===== src/verilog/ivpm_pkg.sv =====
// Package of constants and types for the interrupt vector and priority map
// ----------------------------------------------------------------------------
// Functional notes
// - Any reset vectors to address zero, code zero
// - External non-maskable edge vectors to 0x10
// - Watchdog A non-maskable overflow vectors to 0x20
// - Watchdog B non-maskable overflow vectors to 0x30
// - Low trap group shares 0x40, code 0x4n
// - High trap group shares 0x50, code 0x5n
// - Two internal non-maskable sources plus pin
// - Watchdog A interval overflow: priority 0, 0x80
// - Eight edge inputs; seven take priorities 1-7
// - Maskable handler equals code, individually gated
// - Sixteen-bit timer matches take priorities 8-11
// - Serial and first UART events take 14-18
// ----------------------------------------------------------------------------
package ivpm_pkg;

  // --------------------------------------------------------------------------
  // Source counts
  // --------------------------------------------------------------------------
  localparam int IVPM_NUM_MASKABLE = 19; // Default priorities 0..18
  localparam int IVPM_NUM_EXT_PINS = 8; // Edge-detected request pins
  localparam int IVPM_IDX_W = 5; // Width of a maskable index
  localparam int IVPM_LEVEL_W = 3; // Programmed priority level width

  // --------------------------------------------------------------------------
  // Exception codes and handler addresses
  // --------------------------------------------------------------------------
  localparam logic [15:0] IVPM_CODE_RESET = 16'h0000;
  localparam logic [15:0] IVPM_CODE_NMI_PIN = 16'h0010;
  localparam logic [15:0] IVPM_CODE_WDOG_A_NMI = 16'h0020;
  localparam logic [15:0] IVPM_CODE_WDOG_B_NMI = 16'h0030;
  localparam logic [15:0] IVPM_CODE_TRAP_LOW = 16'h0040; // Low nibble is trap number
  localparam logic [15:0] IVPM_CODE_TRAP_HIGH = 16'h0050;
  localparam logic [15:0] IVPM_CODE_EXC_TRAP = 16'h0060;
  localparam logic [15:0] IVPM_CODE_MASK_BASE = 16'h0080; // Default priority 0
  localparam logic [15:0] IVPM_CODE_STEP = 16'h0010; // Spacing of maskable codes
  localparam logic [31:0] IVPM_HANDLER_TRAP_LOW = 32'h0000_0040;
  localparam logic [31:0] IVPM_HANDLER_TRAP_HIGH = 32'h0000_0050;

  // --------------------------------------------------------------------------
  // Reset values
  // --------------------------------------------------------------------------
  localparam logic IVPM_RESET_PEND_INIT = 1'b1; // Reset entry is offered first
  localparam logic [3:0] IVPM_LEVEL_NONE = 4'h8; // Core servicing nothing

  // Programmed control of one maskable source
  typedef struct packed {
    logic mask; // 1 blocks the source
    logic [IVPM_LEVEL_W-1:0] level; // 0 is most urgent
  } ivpm_int_ctrl_t;

  // What is offered to the core
  typedef struct packed {
    logic [15:0] code;
    logic [31:0] handler;
    logic save_next; // 1: following_instr_addr is the return point
  } ivpm_entry_t;

  // Class of the offered source, one-hot
  typedef enum logic [6:0] {
    IVPM_K_RESET = 7'h01,
    IVPM_K_NMI_PIN = 7'h02,
    IVPM_K_WDOG_A = 7'h04,
    IVPM_K_WDOG_B = 7'h08,
    IVPM_K_EXC = 7'h10,
    IVPM_K_TRAP = 7'h20,
    IVPM_K_MASK = 7'h40
  } ivpm_kind_t;

  // Offer state, one-hot
  typedef enum logic [1:0] {
    IVPM_S_IDLE = 2'h1,
    IVPM_S_OFFER = 2'h2
  } ivpm_state_t;

  // Exception code of a maskable source; its handler is the code widened
  function automatic logic [15:0] ivpm_mask_code(input logic [IVPM_IDX_W-1:0] idx);
    ivpm_mask_code = IVPM_CODE_MASK_BASE + {7'h00, idx, 4'h0};
  endfunction : ivpm_mask_code

endpackage : ivpm_pkg


===== src/verilog/ivpm_core.sv =====
// Interrupt vector and priority map: pending flags, arbitration, core hand-off
`timescale 1ns/1ps
`default_nettype none
module ivpm_core
  import ivpm_pkg::*;
(
  input wire logic clock,
  input wire logic rst_b,
  // Resets from the watchdogs' internal paths, one-cycle pulses
  input wire logic wdog_a_reset_req,
  input wire logic wdog_b_reset_req,
  // Watchdog overflows and mode selects
  input wire logic wdog_a_overflow,
  input wire logic wdog_a_nmi_mode,
  input wire logic wdog_b_overflow,
  input wire logic wdog_b_nmi_mode,
  // Pins
  input wire logic nmi_pin,
  input wire logic [IVPM_NUM_EXT_PINS-1:0] ext_edge_pin,
  input wire logic [IVPM_NUM_EXT_PINS-1:0] ext_edge_fall,
  // Core-side exceptions, one-cycle pulses
  input wire logic soft_trap_req,
  input wire logic [4:0] soft_trap_num,
  input wire logic illegal_opcode_trap,
  input wire logic debug_trap,
  // Peripheral events, one-cycle pulses
  input wire logic [3:0] timer16_match_req,
  input wire logic [1:0] timer8_match_req,
  input wire logic [1:0] csi_done_req,
  input wire logic uart_a_rx_error_req,
  input wire logic uart_a_rx_done_req,
  input wire logic uart_a_tx_done_req,
  // Per-source interrupt control and core state
  input wire ivpm_int_ctrl_t [IVPM_NUM_MASKABLE-1:0] src_int_ctrl,
  input wire logic int_enable,
  input wire logic [3:0] cpu_level,
  // Core entry hand-off
  output logic entry_req,
  output ivpm_entry_t entry,
  input wire logic entry_ack,
  // Valid edge on the eighth pin, served further on
  output logic ext_edge_7_event
);

  // --------------------------------------------------------------------------
  // Reset release
  // --------------------------------------------------------------------------
  logic rst_s1_q; // First stage, read only by the second
  logic rst_sync_b; // Released copy used everywhere

  // Assert at once, release after two clean edges
  always_ff @(posedge clock or negedge rst_b) begin
    if (!rst_b) begin
      rst_s1_q <= 1'b0;
      rst_sync_b <= 1'b0;
    end else begin
      rst_s1_q <= 1'b1;
      rst_sync_b <= rst_s1_q;
    end
  end

  // --------------------------------------------------------------------------
  // Pin synchronisers and edge detection
  // --------------------------------------------------------------------------
  localparam int NP = IVPM_NUM_EXT_PINS + 1; // Edge pins plus the NMI pin
  logic [NP-1:0] pin_s1_q; // First stage
  logic [NP-1:0] pin_s2_q; // Second stage, safe to read
  logic [NP-1:0] pin_prev_q; // Previous safe sample
  logic [NP-1:0] pin_fall; // Edge direction per pin
  logic [NP-1:0] pin_edge; // Valid edge this cycle
  logic [2:0] pin_fill_q; // Ones shift in as real samples fill the pipeline

  // Two flops per pin before any logic looks at it
  always_ff @(posedge clock or negedge rst_sync_b) begin
    if (!rst_sync_b) begin
      pin_s1_q <= '0;
      pin_s2_q <= '0;
      pin_prev_q <= '0;
      pin_fill_q <= 3'h0;
    end else begin
      pin_s1_q <= {nmi_pin, ext_edge_pin};
      pin_s2_q <= pin_s1_q;
      pin_prev_q <= pin_s2_q;
      pin_fill_q <= {pin_fill_q[1:0], 1'b1};
    end
  end

  // NMI pin is rising-edge only; the others follow their direction select
  assign pin_fall = {1'b0, ext_edge_fall};
  // Edges wait until the pipeline holds real samples, so a pin idling high
  // does not look like a rising edge just after reset
  assign pin_edge = {NP{pin_fill_q[2]}}
                    & ((pin_s2_q & ~pin_prev_q & ~pin_fall) | (~pin_s2_q & pin_prev_q & pin_fall));

  // Eighth pin leaves as a registered pulse for the upper source range
  always_ff @(posedge clock or negedge rst_sync_b) begin
    if (!rst_sync_b) begin
      ext_edge_7_event <= 1'b0;
    end else begin
      ext_edge_7_event <= pin_edge[7];
    end
  end

  // --------------------------------------------------------------------------
  // Offer state
  // --------------------------------------------------------------------------
  ivpm_state_t state_q;
  ivpm_kind_t kind_q; // Class of the offered source
  logic [IVPM_IDX_W-1:0] idx_q; // Maskable index being offered
  logic taken; // Core accepts the offer this cycle

  assign entry_req = (state_q == IVPM_S_OFFER);
  assign taken = entry_req && entry_ack;

  // --------------------------------------------------------------------------
  // Pending flags
  // --------------------------------------------------------------------------
  logic reset_pend_q; // Reset entry owed
  logic nmi_pin_pend_q;
  logic wdog_a_nonmaskable_req; // Watchdog A non-maskable pending
  logic wdog_b_nonmaskable_req; // Watchdog B non-maskable pending
  logic exc_pend_q; // Illegal opcode or debug trap
  logic trap_pend_q; // Software trap
  logic [4:0] trap_num_q; // Bit 4 picks the high group
  logic [IVPM_NUM_MASKABLE-1:0] mask_pend_q;
  logic [IVPM_NUM_MASKABLE-1:0] mask_set;
  logic [IVPM_NUM_MASKABLE-1:0] mask_clr;
  logic wdog_a_interval_req; // Interval-mode overflow
  logic soft_trap_group_low;
  logic soft_trap_group_high;

  assign wdog_a_interval_req = wdog_a_overflow && !wdog_a_nmi_mode;
  assign soft_trap_group_low = soft_trap_req && !soft_trap_num[4];
  assign soft_trap_group_high = soft_trap_req && soft_trap_num[4];

  // Maskable events by default priority: watchdog, pins 0-6, timers, serial
  assign mask_set = {uart_a_tx_done_req, uart_a_rx_done_req, uart_a_rx_error_req,
                     csi_done_req,
                     timer8_match_req,
                     timer16_match_req,
                     pin_edge[6:0],
                     wdog_a_interval_req};

  // Only the source just taken is cleared
  always_comb begin
    mask_clr = '0;
    if (taken && kind_q == IVPM_K_MASK) begin
      mask_clr[idx_q] = 1'b1;
    end
  end

  // Maskable flags: a new event beats the clear of the same cycle
  always_ff @(posedge clock or negedge rst_sync_b) begin
    if (!rst_sync_b) begin
      mask_pend_q <= '0;
    end else begin
      mask_pend_q <= (mask_pend_q & ~mask_clr) | mask_set;
    end
  end

  // Non-maskable and reset flags, set winning over clear
  always_ff @(posedge clock or negedge rst_sync_b) begin
    if (!rst_sync_b) begin
      reset_pend_q <= IVPM_RESET_PEND_INIT;
      nmi_pin_pend_q <= 1'b0;
      wdog_a_nonmaskable_req <= 1'b0;
      wdog_b_nonmaskable_req <= 1'b0;
    end else begin
      reset_pend_q <= (reset_pend_q && !(taken && kind_q == IVPM_K_RESET))
                      || wdog_a_reset_req || wdog_b_reset_req;
      nmi_pin_pend_q <= (nmi_pin_pend_q && !(taken && kind_q == IVPM_K_NMI_PIN)) || pin_edge[8];
      wdog_a_nonmaskable_req <= (wdog_a_nonmaskable_req && !(taken && kind_q == IVPM_K_WDOG_A))
                                || (wdog_a_overflow && wdog_a_nmi_mode);
      wdog_b_nonmaskable_req <= (wdog_b_nonmaskable_req && !(taken && kind_q == IVPM_K_WDOG_B))
                                || (wdog_b_overflow && wdog_b_nmi_mode);
    end
  end

  // Core exceptions; a second trap before entry overwrites the number
  always_ff @(posedge clock or negedge rst_sync_b) begin
    if (!rst_sync_b) begin
      exc_pend_q <= 1'b0;
      trap_pend_q <= 1'b0;
      trap_num_q <= 5'h00;
    end else begin
      exc_pend_q <= (exc_pend_q && !(taken && kind_q == IVPM_K_EXC)) || illegal_opcode_trap || debug_trap;
      trap_pend_q <= (trap_pend_q && !(taken && kind_q == IVPM_K_TRAP)) || soft_trap_req;
      if (soft_trap_req) begin
        trap_num_q <= soft_trap_num;
      end
    end
  end

  // --------------------------------------------------------------------------
  // Arbitration
  // --------------------------------------------------------------------------
  logic mask_any; // An eligible maskable source exists
  logic [IVPM_IDX_W-1:0] mask_idx; // Its index

  ivpm_select #(
    .NUM_SRC(IVPM_NUM_MASKABLE)
  ) u_select (
    .pend(mask_pend_q & ~mask_clr),
    .ctrl(src_int_ctrl),
    .cpu_level(cpu_level),
    .any(mask_any),
    .idx(mask_idx)
  );

  ivpm_kind_t kind_d; // Winner class
  logic win_any; // Something to offer
  ivpm_entry_t entry_d; // Winner's code and handler

  // Fixed order: reset, NMI pin, watchdogs, core exceptions, then maskable
  always_comb begin
    win_any = 1'b1;
    kind_d = IVPM_K_MASK;
    entry_d = '0;
    if (reset_pend_q) begin
      kind_d = IVPM_K_RESET;
      entry_d = '{code: IVPM_CODE_RESET, handler: {16'h0000, IVPM_CODE_RESET}, save_next: 1'b0};
    end else if (nmi_pin_pend_q) begin
      kind_d = IVPM_K_NMI_PIN;
      entry_d = '{code: IVPM_CODE_NMI_PIN, handler: {16'h0000, IVPM_CODE_NMI_PIN}, save_next: 1'b1};
    end else if (wdog_a_nonmaskable_req) begin
      kind_d = IVPM_K_WDOG_A;
      entry_d = '{code: IVPM_CODE_WDOG_A_NMI, handler: {16'h0000, IVPM_CODE_WDOG_A_NMI}, save_next: 1'b1};
    end else if (wdog_b_nonmaskable_req) begin
      kind_d = IVPM_K_WDOG_B;
      entry_d = '{code: IVPM_CODE_WDOG_B_NMI, handler: {16'h0000, IVPM_CODE_WDOG_B_NMI}, save_next: 1'b1};
    end else if (exc_pend_q) begin
      kind_d = IVPM_K_EXC;
      entry_d = '{code: IVPM_CODE_EXC_TRAP, handler: {16'h0000, IVPM_CODE_EXC_TRAP}, save_next: 1'b1};
    end else if (trap_pend_q && !trap_num_q[4]) begin
      kind_d = IVPM_K_TRAP;
      entry_d = '{code: IVPM_CODE_TRAP_LOW | {12'h000, trap_num_q[3:0]},
                  handler: IVPM_HANDLER_TRAP_LOW, save_next: 1'b1};
    end else if (trap_pend_q) begin
      kind_d = IVPM_K_TRAP;
      entry_d = '{code: IVPM_CODE_TRAP_HIGH | {12'h000, trap_num_q[3:0]},
                  handler: IVPM_HANDLER_TRAP_HIGH, save_next: 1'b1};
    end else if (mask_any && int_enable) begin
      entry_d = '{code: ivpm_mask_code(mask_idx), handler: {16'h0000, ivpm_mask_code(mask_idx)},
                  save_next: 1'b1};
    end else begin
      win_any = 1'b0;
    end
  end

  // --------------------------------------------------------------------------
  // Offer to the core
  // --------------------------------------------------------------------------
  // The offer is frozen until acknowledged; a later, more urgent source
  // waits, which keeps the core from seeing a vector change under it
  always_ff @(posedge clock or negedge rst_sync_b) begin
    if (!rst_sync_b) begin
      state_q <= IVPM_S_IDLE;
      kind_q <= IVPM_K_RESET;
      idx_q <= '0;
      entry <= '0;
    end else begin
      unique case (state_q)
        IVPM_S_IDLE: begin
          if (win_any) begin
            state_q <= IVPM_S_OFFER;
            kind_q <= kind_d;
            idx_q <= mask_idx;
            entry <= entry_d;
          end
        end
        IVPM_S_OFFER: begin
          if (entry_ack) begin
            state_q <= IVPM_S_IDLE;
          end
        end
      endcase
    end
  end

  // --------------------------------------------------------------------------
  // Checks
  // --------------------------------------------------------------------------
  a_reset_vector_zero: assert property (@(posedge clock) disable iff (!rst_sync_b)
    entry_req && kind_q == IVPM_K_RESET |-> entry.code == 16'h0000 && entry.handler == 32'h0 && !entry.save_next)
    else $error("reset entry not at zero");

  a_nmi_pin_entry: assert property (@(posedge clock) disable iff (!rst_sync_b)
    pin_edge[8] && state_q == IVPM_S_IDLE && !win_any && !wdog_a_reset_req && !wdog_b_reset_req
    |=> ##1 entry_req && entry.code == 16'h0010 && entry.handler == 32'h10 && entry.save_next)
    else $error("pin non-maskable entry wrong or late");

  a_wdog_a_nmi: assert property (@(posedge clock) disable iff (!rst_sync_b)
    entry_req && kind_q == IVPM_K_WDOG_A |-> entry.code == 16'h0020 && entry.handler == 32'h20)
    else $error("watchdog A non-maskable vector wrong");

  a_wdog_b_nmi: assert property (@(posedge clock) disable iff (!rst_sync_b)
    wdog_b_overflow && wdog_b_nmi_mode |=> wdog_b_nonmaskable_req)
    else $error("watchdog B non-maskable request lost");

  a_trap_low_group: assert property (@(posedge clock) disable iff (!rst_sync_b)
    entry_req && kind_q == IVPM_K_TRAP && entry.handler == 32'h40 |-> entry.code[15:4] == 12'h004)
    else $error("low trap group code wrong");

  a_trap_high_group: assert property (@(posedge clock) disable iff (!rst_sync_b)
    soft_trap_group_high && state_q == IVPM_S_IDLE && !win_any && !wdog_a_reset_req && !wdog_b_reset_req
    && !pin_edge[8] && !(wdog_a_overflow && wdog_a_nmi_mode) && !(wdog_b_overflow && wdog_b_nmi_mode)
    && !illegal_opcode_trap && !debug_trap
    |=> ##1 entry_req && entry.handler == 32'h50 && entry.code == {12'h005, $past(soft_trap_num[3:0], 2)})
    else $error("high trap group entry wrong");

  a_wdog_interval_pend: assert property (@(posedge clock) disable iff (!rst_sync_b)
    wdog_a_overflow && !wdog_a_nmi_mode && !wdog_a_nonmaskable_req |=> mask_pend_q[0] && !wdog_a_nonmaskable_req)
    else $error("interval overflow not pending at priority 0");

  a_ext_edge_pend: assert property (@(posedge clock) disable iff (!rst_sync_b)
    pin_edge[0] |=> mask_pend_q[1])
    else $error("first edge pin not pending at priority 1");

  a_mask_handler_code: assert property (@(posedge clock) disable iff (!rst_sync_b)
    entry_req && kind_q == IVPM_K_MASK
    |-> entry.handler == {16'h0000, entry.code} && entry.code == 16'h0080 + {7'h00, idx_q, 4'h0}
        && entry.code <= 16'h01a0)
    else $error("maskable code or handler wrong");

  a_offer_held: assert property (@(posedge clock) disable iff (!rst_sync_b)
    entry_req && !entry_ack |=> entry_req && $stable(entry.code) && $stable(entry.handler))
    else $error("offer changed before acknowledge");

endmodule : ivpm_core
`default_nettype wire


===== src/verilog/ivpm_select.sv =====
// Maskable request arbiter: most urgent eligible source
`timescale 1ns/1ps
`default_nettype none
module ivpm_select
  import ivpm_pkg::*;
#(
  parameter int NUM_SRC = IVPM_NUM_MASKABLE
) (
  input wire logic [NUM_SRC-1:0] pend,
  input wire ivpm_int_ctrl_t [NUM_SRC-1:0] ctrl,
  input wire logic [3:0] cpu_level,
  output logic any,
  output logic [IVPM_IDX_W-1:0] idx
);

  // --------------------------------------------------------------------------
  // Linear scan
  // --------------------------------------------------------------------------
  // Ascending scan with a strict comparison keeps the lowest index on a tie
  always_comb begin
    logic [3:0] best;
    best = cpu_level;
    any = 1'b0;
    idx = '0;
    for (int i = 0; i < NUM_SRC; i++) begin
      // Unmasked and more urgent than both the core and any earlier pick
      if (pend[i] && !ctrl[i].mask && ({1'b0, ctrl[i].level} < best)) begin
        best = {1'b0, ctrl[i].level};
        any = 1'b1;
        idx = IVPM_IDX_W'(i);
      end
    end
    // A granted source never beats a lower index at the same level;
    // checked in the same process so it never sees a stale pick
    for (int j = 0; j < NUM_SRC; j++) begin
      if (any && (IVPM_IDX_W'(j) < idx) && pend[j] && !ctrl[j].mask) begin
        a_tie_lowest_wins: assert (ctrl[j].level > ctrl[idx].level)
          else $error("lower index at equal level was passed over");
      end
    end
  end

endmodule : ivpm_select
`default_nettype wire

===== config.mk =====
export PLATFORM = sky130hd
export DESIGN_NAME = ivpm_core
export DESIGN_NICKNAME = d
export VERILOG_FILES = /design/src/verilog/ivpm_pkg.sv /design/src/verilog/ivpm_core.sv /design/src/verilog/ivpm_select.sv
export SDC_FILE = /design/constraint.sdc
export NUM_CORES = 1
export LEC_CHECK = 0
export BUFFER_PORTS_ARGS = -buffer_cell sky130_fd_sc_hd__buf_2
export CAP_MARGIN = 20
export CELL_PAD_IN_SITES_DETAIL_PLACEMENT = 2
export CELL_PAD_IN_SITES_GLOBAL_PLACEMENT = 2
export CORE_MARGIN = 1
export CORE_UTILIZATION = 35
export DETAILED_ROUTE_END_ITERATION = 10
export PLACE_DENSITY = 0.94
export SETUP_SLACK_MARGIN = 0.3
export SKIP_LAST_GASP = 1
export SLEW_MARGIN = 15
export SYNTH_ARGS = -nofsm -noshare
export SYNTH_HDL_FRONTEND = slang
export SYNTH_HIERARCHICAL = 1
export SYNTH_SLANG_ARGS = --single-unit

===== constraint.sdc =====
create_clock -name clock -period 4.05 [get_ports clock]
set_clock_uncertainty 0.05 [all_clocks]
set_input_delay 1.0125 -clock clock [delete_from_list [all_inputs] [get_ports clock]]
set_output_delay 1.0125 -clock clock [all_outputs]
set_load 0.005 [all_outputs]

==> results of run 1 <==
-- cells by family after synthesis --
group,Yosys count,share of synthesized area [%]
AND/OR/NAND/NOR,320,25.5
AO/OA/AOI/OAI,240,25.0
buffers and inverters,115,8.21
flip-flops,88,30.7
multiplexers,41,6.23
adder cells (fa/ha/maj),25,4.28
other,2,0.104
-- synth_stat cells (4+ instances only) --
master,n
o211a_1,5
or3_1,4
o31ai_1,7
a41oi_1,9
nand3_1,13
a211o_1,7
a211oi_1,9
o22ai_1,8
o21ai_1,5
ha_1,23
a21boi_0,4
and2_1,20
mux2i_1,11
o311a_1,4
nor2_1,62
a21o_1,14
o211ai_1,5
a21oi_1,35
mux2_2,29
o21a_1,13
nand2b_1,43
a31o_2,4
or2_2,10
buf_4,40
nand2_1,51
and3_1,10
o31a_1,5
nor3_1,13
nor2b_1,17
or4_1,11
dfrtp_1,85
nor4_1,7
o21ai_0,31
nor3_2,4
nand3b_1,11
clkbuf_1,14
nand4_1,13
a31oi_1,11
inv_1,58
a22o_1,10
-- per-stage QoR --
stage	worst slack, ps	TNS (ps)	utilization (%)
detailed placement	-21850	-543850	52.1
global placement	-18730	-466430	52.1
floorplan	-19380	-480460	-
==> run metrics, run 1 <==
post-CTS resize count=124; Area contributors post-synth=dfrtp_1 (30%), mux2_2 (4.5%), buf_4 (4.2%); Port Buffer Count=144; clk sinks=88; asr flop ratio synth=100%; CTS buffer count=9; Post-synth EDFFs=0; Synth Flop Type=dfrtp_1; part of the Yosys area used for sequential elements=30.7%; Die Y=145 um; cts hold-fix bufs=0; outcome=did not finish; error message=[ERROR DPL-0033] detailed placement checks failed during check placement.; Area after DPL=0.0105 mm2; Post-Synthesis Cells=831; flops & latches, synth=88; # IOs=177; Clock Path Buffers=2; Die X=145 um; H-tree depth=3; Stop stage=clock tree synthesis (4_1_cts); syn_area_per_cell=8.65 um2; share of the synthesized area in the top cell type=29.6%; post-placement cell count=1506; Post CTS Setup Buffer Count=59; Final GP Congestion=0.913; Clock Tree Root=clkbuf_16; Synth cell types=99; placement row count=52; Ys Warns=6; Syn Std Cell Area=0.00719 mm2; Detail Placement HPWL=31600 um; Initial Util=35.6%; Yosys top cell by area=dfrtp_1
==> run 2: changes to the inputs <==
- CELL_PAD_IN_SITES_DETAIL_PLACEMENT: 2 -> unset
- CELL_PAD_IN_SITES_GLOBAL_PLACEMENT: 2 -> unset
- CORE_UTILIZATION: 35 -> 40
- PLACE_DENSITY: 0.94 -> unset
- PLACE_DENSITY_LB_ADDON: unset -> 0.15
- SETUP_SLACK_MARGIN: 0.3 -> unset
==> run 2 against run 1 <==
The flow now finishes, with violations (setup timing). Synthesized cell count is the same. Area after synthesis stayed put.
==> run metrics, run 2 <==
Synth Flop Type=dfrtp_1 (unchanged); Port Buffer Count=144 (unchanged); max reg flops=19; Max Fclk=43.1 MHz; Crit. End Element=flop; Yosys top cell by area=dfrtp_1 (unchanged); vias per cell=5.21; initial antenna violation count=1; crit path kind=reg -> reg; Setup WS post-layout=-19160 ps; post-synthesis xor/xnor area fraction=0% (unchanged); Slew headroom=54.8%; Simple-Gate Fraction of Synth Area=25.5% (unchanged); first-pass GRT wire length=36300 um; Detail Placement HPWL=17600 um (was 31600 um); largest net degree at the start of global routing=87; Biggest register=mask_pend_q; area of the multi-input gates=0.00530 mm2; commonest non-fill, non-tap cell in the layout=buf_4; CORE AREA=0.0174 mm2; Synth-to-Final Area Change=64.8%; Die X=136 um (was 145 um); outcome=finished with violations (was did not finish); # IOs=177 (unchanged); adder-cell area share of the yosys netlist=4.28% (unchanged); flops & latches, synth=88 (unchanged); CP dominant cell by count=ha_4; 1st-iter DRT viols=363; Final GP Congestion=0.926 (was 0.913); WP data required=4230 ps; layout cells sized above 1=53.1%; combinational family with the most area after synthesis=simple AND/OR/NAND/NOR gates (unchanged); Final Util=68.0%; drt total wl=23400 um; P_leak=5.64 nW; WL per Instance=15.0 um; FF+latch area=0.00221 mm2; most frequent cells after synthesis=dfrtp_1 (85), nor2_1 (62), inv_1 (58), nand2_1 (51), nand2b_1 (43) (unchanged); Initial Util=41.3% (was 35.6%); part of the Yosys area used for sequential elements=30.7% (unchanged); Ys Warns=6 (unchanged); asr flop ratio synth=100% (unchanged); post-synthesis mux area share=6.23% (unchanged); DR vias=8133; full die area=0.0185 mm2; max-cap violations=0; final number of hold-violating endpoints=0; Synth cell types=99 (unchanged); period utilisation layout=573%; Slew Limit Fails=0; DRC violations left=0; TritonRoute pass-1 iters=5; Post-synth EDFFs=0 (unchanged); worst slew pin tran=673 ps; crit start category=flop; share of the synthesized area in the top cell type=29.6% (unchanged); crit-path max cell delay=560 ps; Final min period=23210 ps; most frequent cells in the layout=buf_4 (360), buf_2 (143), dfrtp_1 (84), inv_1 (53), nand2_1 (48); H-tree depth=3 (unchanged); clk sinks=88 (unchanged); placement row count=48 (was 52); clk slew on worst S/H paths=70 ps; Worst Path Max Fanout=8; Peak VDD IR=0.000455 V; Clock Latency Late Sink=340 ps; Syn Std Cell Area=0.00719 mm2 (unchanged); type of the tightest min-delay check=reg -> async; FILL cells=1392; antenna-violating nets left=0; Final setup viols=25; cts hold-fix bufs=0 (unchanged); top-count cell post-synth=dfrtp_1 (unchanged); Clock Path Buffers=2 (unchanged); Post-Synthesis Cells=831 (unchanged); gr ovfl total=0; Clock Tree Root=clkbuf_16 (unchanged); Total GRT Usage=24.4%; failing checks=setup timing; syn_area_per_cell=8.65 um2 (unchanged); CTS tree=built; compound-gate portion of the synthesized area=25.0% (unchanged); Tot Pwr=0.00866 W; vias in the first global route=7814; Die Y=136 um (was 145 um); Pwr per Cell Area=731 mW/mm2; critical path's slowest cell=or4_4; largest registers=mask_pend_q (19), entry (11); unrepaired setup endpoints after global routing=yes; Area contributors post-synth=dfrtp_1 (30%), mux2_2 (4.5%), buf_4 (4.2%) (unchanged); Worst EP arrival=23390 ps; CTS buffer count=9 (unchanged); nets=1477
-- run 2: cell families after synthesis --
family / after synthesis
muxes: 41
buffers and inverters: 115
other: 2
AOI/OAI and AO/OA: 240
adders and majority gates: 25
DFF: 88
and+or+nand+nor: 320
-- run 2: timing repair --
item	4_1_cts	5_1_grt
endpoints found under the hold margin	0	0
resized for setup	62	30
endpoints found under the setup margin	25	25
setup buffers	51	25
pin swaps	52	25
cloned	1	0
-- run 2: cell type report --
class	instances	share of cell area [%]
Multi-Input combinational cell	660	44.8
Clock inverter	7	0.634
Inverter	59	1.91
Clock buffer	9	1.90
Antenna cell	2	0.0422
Tap cell	225	2.38
Sequential cell	88	18.7
Timing Repair Buffer	510	29.7
-- run 2: report_power, final --
part,switching (W),internal (W)
sequential,0.0000396,0.000942
combinational,0.00307,0.00380
clock,0.000378,0.000437
total,0.00348,0.00518
-- run 2: per-layer routing --
layer / part of all wire, % / wire, um / GRT usage (%) / vias up
li1: - / - / - / 4029
met1: 44 / 10300 / 32.3 / 3853
met2: 49 / 11600 / 42.2 / 210
met3: 4.5 / 1060 / 2.61 / 41
met4: 1.9 / 452 / 6.54 / 0
met5: 0 / 0 / 0 / -
-- run 2: metrics by stage --
| step | cells | TNS [ps] | instance area (um2) | worst slack, ps | hold slack [ps] |
|---|---|---|---|---|---|
| 6_report | 1560 | -476610 | 11800 | -19160 | 253 |
| 5_1_grt | 1559 | -501940 | 11800 | -20170 | 303 |
| 4_1_cts | 1532 | -466640 | 11500 | -18740 | 301 |
| 3_5_place_dp | 1465 | -487860 | 10500 | -19600 | 285 |
| 3_3_place_gp | 1465 | -467360 | 10500 | -18790 | 282 |
| 2_1_floorplan | 863 | -480460 | 7710 | -19380 | 281 |
-- run 2: worst paths after layout --
path	slack, ps	to	startpoint	cells past startpoint
worst max-delay path	-19160	entry[39]$_DFFE_PN0P_	idx_q[0]$_DFFE_PN0P_	129
min in group clock	300	pin_s2_q[8]$_DFF_PN0_	pin_s1_q[8]$_DFF_PN0_	0
max in group asynchronous	3100	mask_pend_q[13]$_DFF_PN0_	rst_sync_b$_DFF_PN0_	1
worst max register to register	-19160	entry[39]$_DFFE_PN0P_	idx_q[0]$_DFFE_PN0P_	129
worst min register to register	250	pin_fill_q[0]$_DFF_PN0_	rst_sync_b$_DFF_PN0_	0
worst min-delay path	250	pin_fill_q[0]$_DFF_PN0_	rst_sync_b$_DFF_PN0_	0
-- run 2: critical path: cells and delay by family (launching register included) --
kind                       cells  cell delay, ps
DFF                            1             380
and+or+nand+nor               33            4870
buffers and inverters         14            1290
AOI/OAI and AO/OA             51            9070
adders and majority gates     18            3770
muxes                         13            3640
No activity file was read; power rests on OpenSTA's default activity.
==> run 3: changes to the inputs <==
- SETUP_SLACK_MARGIN: unset -> 0.3
- clock period: 4.05 -> 21.3 ns (I/O delays scaled with it)
==> run 3 against run 2 <==
The run still ends with setup timing left. Via count decreased by 4.8%. Largest power group unchanged. First-iteration DRC count is 3.9% higher. Highest routed layer unchanged. Largest cell class unchanged. Combinational power shrank 81%. Cell area shrank 5.9%. Register-to-register slack improved by 17000 ps. Critical endpoint is now entry[36]$_DFFE_PN0P_.
==> run metrics, run 3 (same netlist as run 2, synthesis figures left out) <==
Peak VDD IR=0.0000990 V (was 0.000455 V); max-cap violations=0 (unchanged); CP dominant cell by count=ha_4 (unchanged); failing checks=setup timing (unchanged); Synth-to-Final Area Change=55.1% (was 64.8%); Internal=0.000972 W (was 0.00518 W); CORE AREA=0.0174 mm2 (unchanged); Die Y=136 um (unchanged); Sw Ratio=40.4% (was 40.2%); DR vias=7743 (was 8133); final setup TNS=-141090 ps (was -476610 ps); Setup WS post-layout=-5740 ps (was -19160 ps); Biggest register=mask_pend_q (unchanged); combinational share of power=78.6% (was 79.3%); crit start category=input port (was flop); DRC violations left=0 (unchanged); unrepaired setup endpoints after global routing=yes (unchanged); antenna-violating nets left=0 (unchanged); Port Buffer Count=144 (unchanged); Initial Util=41.3% (unchanged); FILL cells=1508 (was 1392); crit-path leading delay family=compound AO/OA/AOI/OAI gates (unchanged); layout cells sized above 1=49.5% (was 53.1%); Worst EP arrival=27200 ps (was 23390 ps); Tot Pwr=0.00163 W (was 0.00866 W); period utilisation layout=127%; Slew headroom=57.3% (was 54.8%); largest registers=mask_pend_q (19), entry (11) (unchanged); critical path's slowest cell=or4_1 (was or4_4); setup slack at placement=-6630 ps (was -19600 ps); Clock Tree Root=clkbuf_16 (unchanged); gr ovfl total=0 (unchanged); TritonRoute pass-1 iters=5 (unchanged); type of the tightest min-delay check=reg -> reg (was reg -> async); Die X=136 um (unchanged); clock share of power=9.9% (was 9.4%); Final min period=27040 ps; Final setup viols=25 (unchanged); CTS tree=built (unchanged); most frequent cells in the layout=buf_4 (275), buf_2 (143), dfrtp_1 (84), inv_1 (54), nor2_1 (51) (was buf_4 (360), buf_2 (143), dfrtp_1 (84), inv_1 (53), nand2_1 (48)); commonest non-fill, non-tap cell in the layout=buf_4 (unchanged); Final GP Congestion=0.934 (was 0.926); drt total wl=22200 um (was 23400 um); initial antenna violation count=2 (was 1); Max Fclk=37.0 MHz; Total GRT Usage=23.9% (was 24.4%); H-tree depth=3 (unchanged); # IOs=177 (unchanged); Flop pwr share=11.5% (was 11.3%); Slew Limit Fails=0 (unchanged); CTS buffer count=9 (unchanged); outcome=finished with violations (unchanged); r2r setup slk=-1680 ps (was -19160 ps); crit path kind=in -> reg (was reg -> reg); clk sinks=88 (unchanged); clk slew on worst S/H paths=70 ps (about the same); worst slew pin tran=635 ps (was 673 ps); Crit. End Element=flop (unchanged); 1st-iter DRT viols=377 (was 363); P_leak=5.20 nW (was 5.64 nW); placement row count=48 (unchanged); full die area=0.0185 mm2 (unchanged); vias in the first global route=7435 (was 7814); WP data required=21470 ps (was 4230 ps); Clock Latency Late Sink=330 ps (was 340 ps); largest net degree at the start of global routing=87 (unchanged); max reg flops=19 (unchanged); Detail Placement HPWL=17000 um (was 17600 um); vias per cell=5.25 (was 5.21); cts hold-fix bufs=0 (unchanged); Worst Path Max Fanout=8 (unchanged); sw power=0.000659 W (was 0.00348 W); final number of hold-violating endpoints=0 (unchanged); Clock Path Buffers=2 (unchanged); CP bufs+invs=14 (unchanged); nets=1391 (was 1477); first-pass GRT wire length=35700 um (was 36300 um); crit-path max cell delay=470 ps (was 560 ps); WL per Instance=15.1 um (was 15.0 um); Pwr per Cell Area=146 mW/mm2 (was 731 mW/mm2)
## run 3: cell types whose count changed in the layout (fill, tap and decap cells not counted), sizes merged
cell	delta
bufinv	+1
clkinvlp	+1
buf	-86
clkinv	-2
## run 3: path summary, 6_finish.rpt
path                                        from                      end  cells past startpoint
setup reg to reg           kind_q[3]$_DFFE_PN0P_    entry[36]$_DFFE_PN0P_                    126
hold / removal             pin_s1_q[0]$_DFF_PN0_    pin_s2_q[0]$_DFF_PN0_                      0
setup / recovery                       entry_ack    entry[36]$_DFFE_PN0P_                    127
min in group asynchronous   rst_sync_b$_DFF_PN0_  pin_fill_q[0]$_DFF_PN0_                      0
max in group asynchronous                  rst_b     rst_sync_b$_DFF_PN0_                      1
hold reg to reg            pin_s1_q[0]$_DFF_PN0_    pin_s2_q[0]$_DFF_PN0_                      0
## run 3: final cells by class
cell class / count / area [um2] / area share (%)
Multi-Input combinational cell: 660 / 5260 / 47.1
Timing Repair Buffer: 424 / 2870 / 25.7
Sequential cell: 88 / 2210 / 19.8
Tap cell: 225 / 282 / 2.52
Clock buffer: 9 / 225 / 2.02
Inverter: 59 / 221 / 1.99
Clock inverter: 7 / 85.1 / 0.763
Antenna cell: 2 / 5.00 / 0.0449
## run 3: metal layers
layer / vias up / track usage [%] / part of all wire [%]
met5: - / 0 / 0
met4: 0 / 6.36 / 2.5
met3: 45 / 2.72 / 4.9
met2: 223 / 40.2 / 48
met1: 3631 / 32.3 / 45
li1: 3844 / - / -
## run 3: metrics by stage
step	cell area, um2	utilization [%]	hold WS, ps	cells
final	11100	64.0	298	1474
after floorplan	7710	-	281	863
after CTS	10800	62.1	301	1452
after global placement	9940	57.1	281	1394
after detailed placement	9940	57.1	285	1394
after global routing	11100	64.0	305	1474
## run 3: power by group through the flow
stage,sequential (W),clock (W),combinational [W]
after floorplan,0.000189,0,0.000622
after global placement,0.000191,0,0.00104
after detailed placement,0.000191,0,0.00105
after CTS,0.000188,0.000167,0.00117
after global routing,0.000188,0.000174,0.00139
final,0.000187,0.000162,0.00128
## run 3: what timing repair did
item / CTS / global route
pin swaps: 43 / 25
setup buffers: 41 / 19
cloned: 1 / 0
gates resized for setup: 46 / 33
setup endpoints to repair: 25 / 25
==> run 4: changes to the inputs <==
- PLACE_DENSITY: unset -> 0.65
- PLACE_DENSITY_LB_ADDON: 0.15 -> unset
==> run 4 against run 3 <==
The run still ends with setup timing left. Sequential share of layout area decreased by 0.50 points. Worst hold slack lost 120 ps. Non-clock buffer count grew 28. Cell area grew 2.6%.
==> run metrics, run 4 (same netlist as run 2, synthesis figures left out) <==
outcome=finished with violations (unchanged); failing checks=setup timing (unchanged); period utilisation layout=130% (was 127%); Final min period=27690 ps (was 27040 ps); type of the tightest min-delay check=reg -> async (was reg -> reg); most frequent cells in the layout=buf_4 (298), buf_2 (143), dfrtp_1 (84), inv_1 (54), nor2_1 (51) (was buf_4 (275), buf_2 (143), dfrtp_1 (84), inv_1 (54), nor2_1 (51)); Sw Ratio=40.3% (was 40.4%); first-pass GRT wire length=37000 um (was 35700 um); DRC violations left=0 (unchanged); # IOs=177 (unchanged); CTS buffer count=9 (unchanged); Detail Placement HPWL=17200 um (was 17000 um); Total GRT Usage=25.1% (was 23.9%); area of the multi-input gates=0.00527 mm2 (was 0.00526 mm2); FF+latch area=0.00221 mm2 (unchanged); antenna-violating nets left=0 (unchanged); Internal=0.000968 W (was 0.000972 W); Clock Tree Root=clkbuf_16 (unchanged); vias in the first global route=7731 (was 7435); crit start category=input port (unchanged); Clock Latency Late Sink=340 ps (was 330 ps); cts hold-fix bufs=0 (unchanged); CTS tree=built (unchanged); 1st-iter DRT viols=416 (was 377); initial antenna violation count=2 (unchanged); crit-path max cell delay=460 ps (was 470 ps); Setup WS post-layout=-6390 ps (was -5740 ps); crit path kind=in -> reg (unchanged); largest net degree at the start of global routing=87 (unchanged); WL per Instance=16.0 um (was 15.1 um); Flop pwr share=11.5% (about the same); Die X=136 um (unchanged); CP dominant cell by count=ha_4 (unchanged); layout cells sized above 1=50.2% (was 49.5%); Initial Util=41.3% (unchanged); sw power=0.000654 W (was 0.000659 W); vias per cell=5.38 (was 5.25); commonest non-fill, non-tap cell in the layout=buf_4 (unchanged); gr ovfl total=0 (unchanged); max reg flops=19 (unchanged); P_leak=5.36 nW (was 5.20 nW); WP data required=21480 ps (was 21470 ps); largest registers=mask_pend_q (19), entry (11) (unchanged); Final GP Congestion=0.941 (was 0.934); Die Y=136 um (unchanged); nets=1419 (was 1391); FILL cells=1397 (was 1508); Tot Pwr=0.00162 W (was 0.00163 W); clk sinks=88 (unchanged); Port Buffer Count=144 (unchanged); Crit. End Element=flop (unchanged); Pwr per Cell Area=142 mW/mm2 (was 146 mW/mm2); max-cap violations=0 (unchanged); final setup TNS=-157870 ps (was -141090 ps); Final setup viols=25 (unchanged); Synth-to-Final Area Change=59.1% (was 55.1%); full die area=0.0185 mm2 (unchanged); H-tree depth=3 (unchanged); Max Fclk=36.1 MHz (was 37.0 MHz); CORE AREA=0.0174 mm2 (unchanged); Worst EP arrival=27870 ps (was 27200 ps); Hold WS=177 ps (was 298 ps); Worst Path Max Fanout=6 (was 8); setup slack at placement=-6730 ps (was -6630 ps); TritonRoute pass-1 iters=5 (unchanged); Slew headroom=58.1% (was 57.3%); combinational share of power=78.9% (was 78.6%); Slew Limit Fails=0 (unchanged); Clock Path Buffers=2 (unchanged); final number of hold-violating endpoints=0 (unchanged); placement row count=48 (unchanged); unrepaired setup endpoints after global routing=yes (unchanged); critical path's slowest cell=or4_1 (unchanged); Peak VDD IR=0.0000989 V (was 0.0000990 V); clock share of power=9.6% (was 9.9%); Biggest register=mask_pend_q (unchanged); clk slew on worst S/H paths=60 ps (was 70 ps); worst slew pin tran=624 ps (was 635 ps); DR vias=8093 (was 7743); drt total wl=24000 um (was 22200 um)
-- run 4: changes by cell type in the layout (fill, tap and decap cells not counted), moves of 3 or more --
| cell | change |
|---|---|
| mux2_4 | +4 |
| diode_2 | +3 |
| mux2_2 | -4 |
| buf_4 | +23 |
-- run 4: final cells by class --
type	instances	area share [%]
Multi-Input combinational cell	660	46.1
Sequential cell	88	19.3
Tap cell	225	2.46
Inverter	59	1.98
Clock buffer	10	2.00
Timing Repair Buffer	452	27.4
Antenna cell	5	0.109
Clock inverter	6	0.580
-- run 4: power groups by stage --
stage | sequential, W | clock (W) | combinational (W)
floorplan | 0.000189 | 0 | 0.000622
global placement | 0.000191 | 0 | 0.00103
detailed placement | 0.000192 | 0 | 0.00105
CTS | 0.000189 | 0.000161 | 0.00118
global route | 0.000188 | 0.000169 | 0.00137
finish | 0.000186 | 0.000156 | 0.00128
-- run 4: timing repair --
item / in CTS / in global routing
endpoints found under the setup margin: 25 / 25
setup buffers: 63 / 22
gates cloned: 1 / 0
pin swaps: 39 / 32
gates resized for setup: 52 / 36
-- run 4: metrics by stage --
| step | cell area (um2) | instances | utilization, % |
|---|---|---|---|
| after floorplan | 7710 | 863 | - |
| after global placement | 9980 | 1397 | 57.3 |
| after detailed placement | 9980 | 1397 | 57.3 |
| after CTS | 11000 | 1477 | 63.4 |
| after global routing | 11400 | 1501 | 65.6 |
| final | 11400 | 1505 | 65.7 |
-- run 4: per-layer routing --
metal / vias to the layer above / global-route usage [%] / wire length, um
met1: 3850 / 31.6 / 10000
met5: - / 0 / 0
li1: 3914 / - / -
met2: 281 / 44.2 / 12100
met3: 48 / 3.88 / 1330
met4: 0 / 6.91 / 557
-- run 4: final timing paths --
kind                                    startpoint                       to  slack [ps]  cells after the start
setup / recovery                      cpu_level[2]     idx_q[4]$_DFFE_PN0P_       -6390                    130
hold / removal                rst_sync_b$_DFF_PN0_    pin_s2_q[0]$_DFF_PN0_         180                      0
setup reg to reg             kind_q[3]$_DFFE_PN0P_     idx_q[4]$_DFFE_PN0P_       -2310                    129
hold reg to reg               rst_sync_b$_DFF_PN0_    pin_s2_q[0]$_DFF_PN0_         180                      0
max in group asynchronous                    rst_b     rst_sync_b$_DFF_PN0_       16390                      1
min in group clock         pin_fill_q[0]$_DFF_PN0_  pin_fill_q[1]$_DFF_PN0_         300                      0
-- run 4: worst max-delay path, delay by kind of cell --
family | cells | cell delay [ps]
compound gates | 47 | 8430
fa+ha+maj | 18 | 3780
buf+inv | 18 | 1760
mux | 12 | 3390
simple gates | 35 | 5170
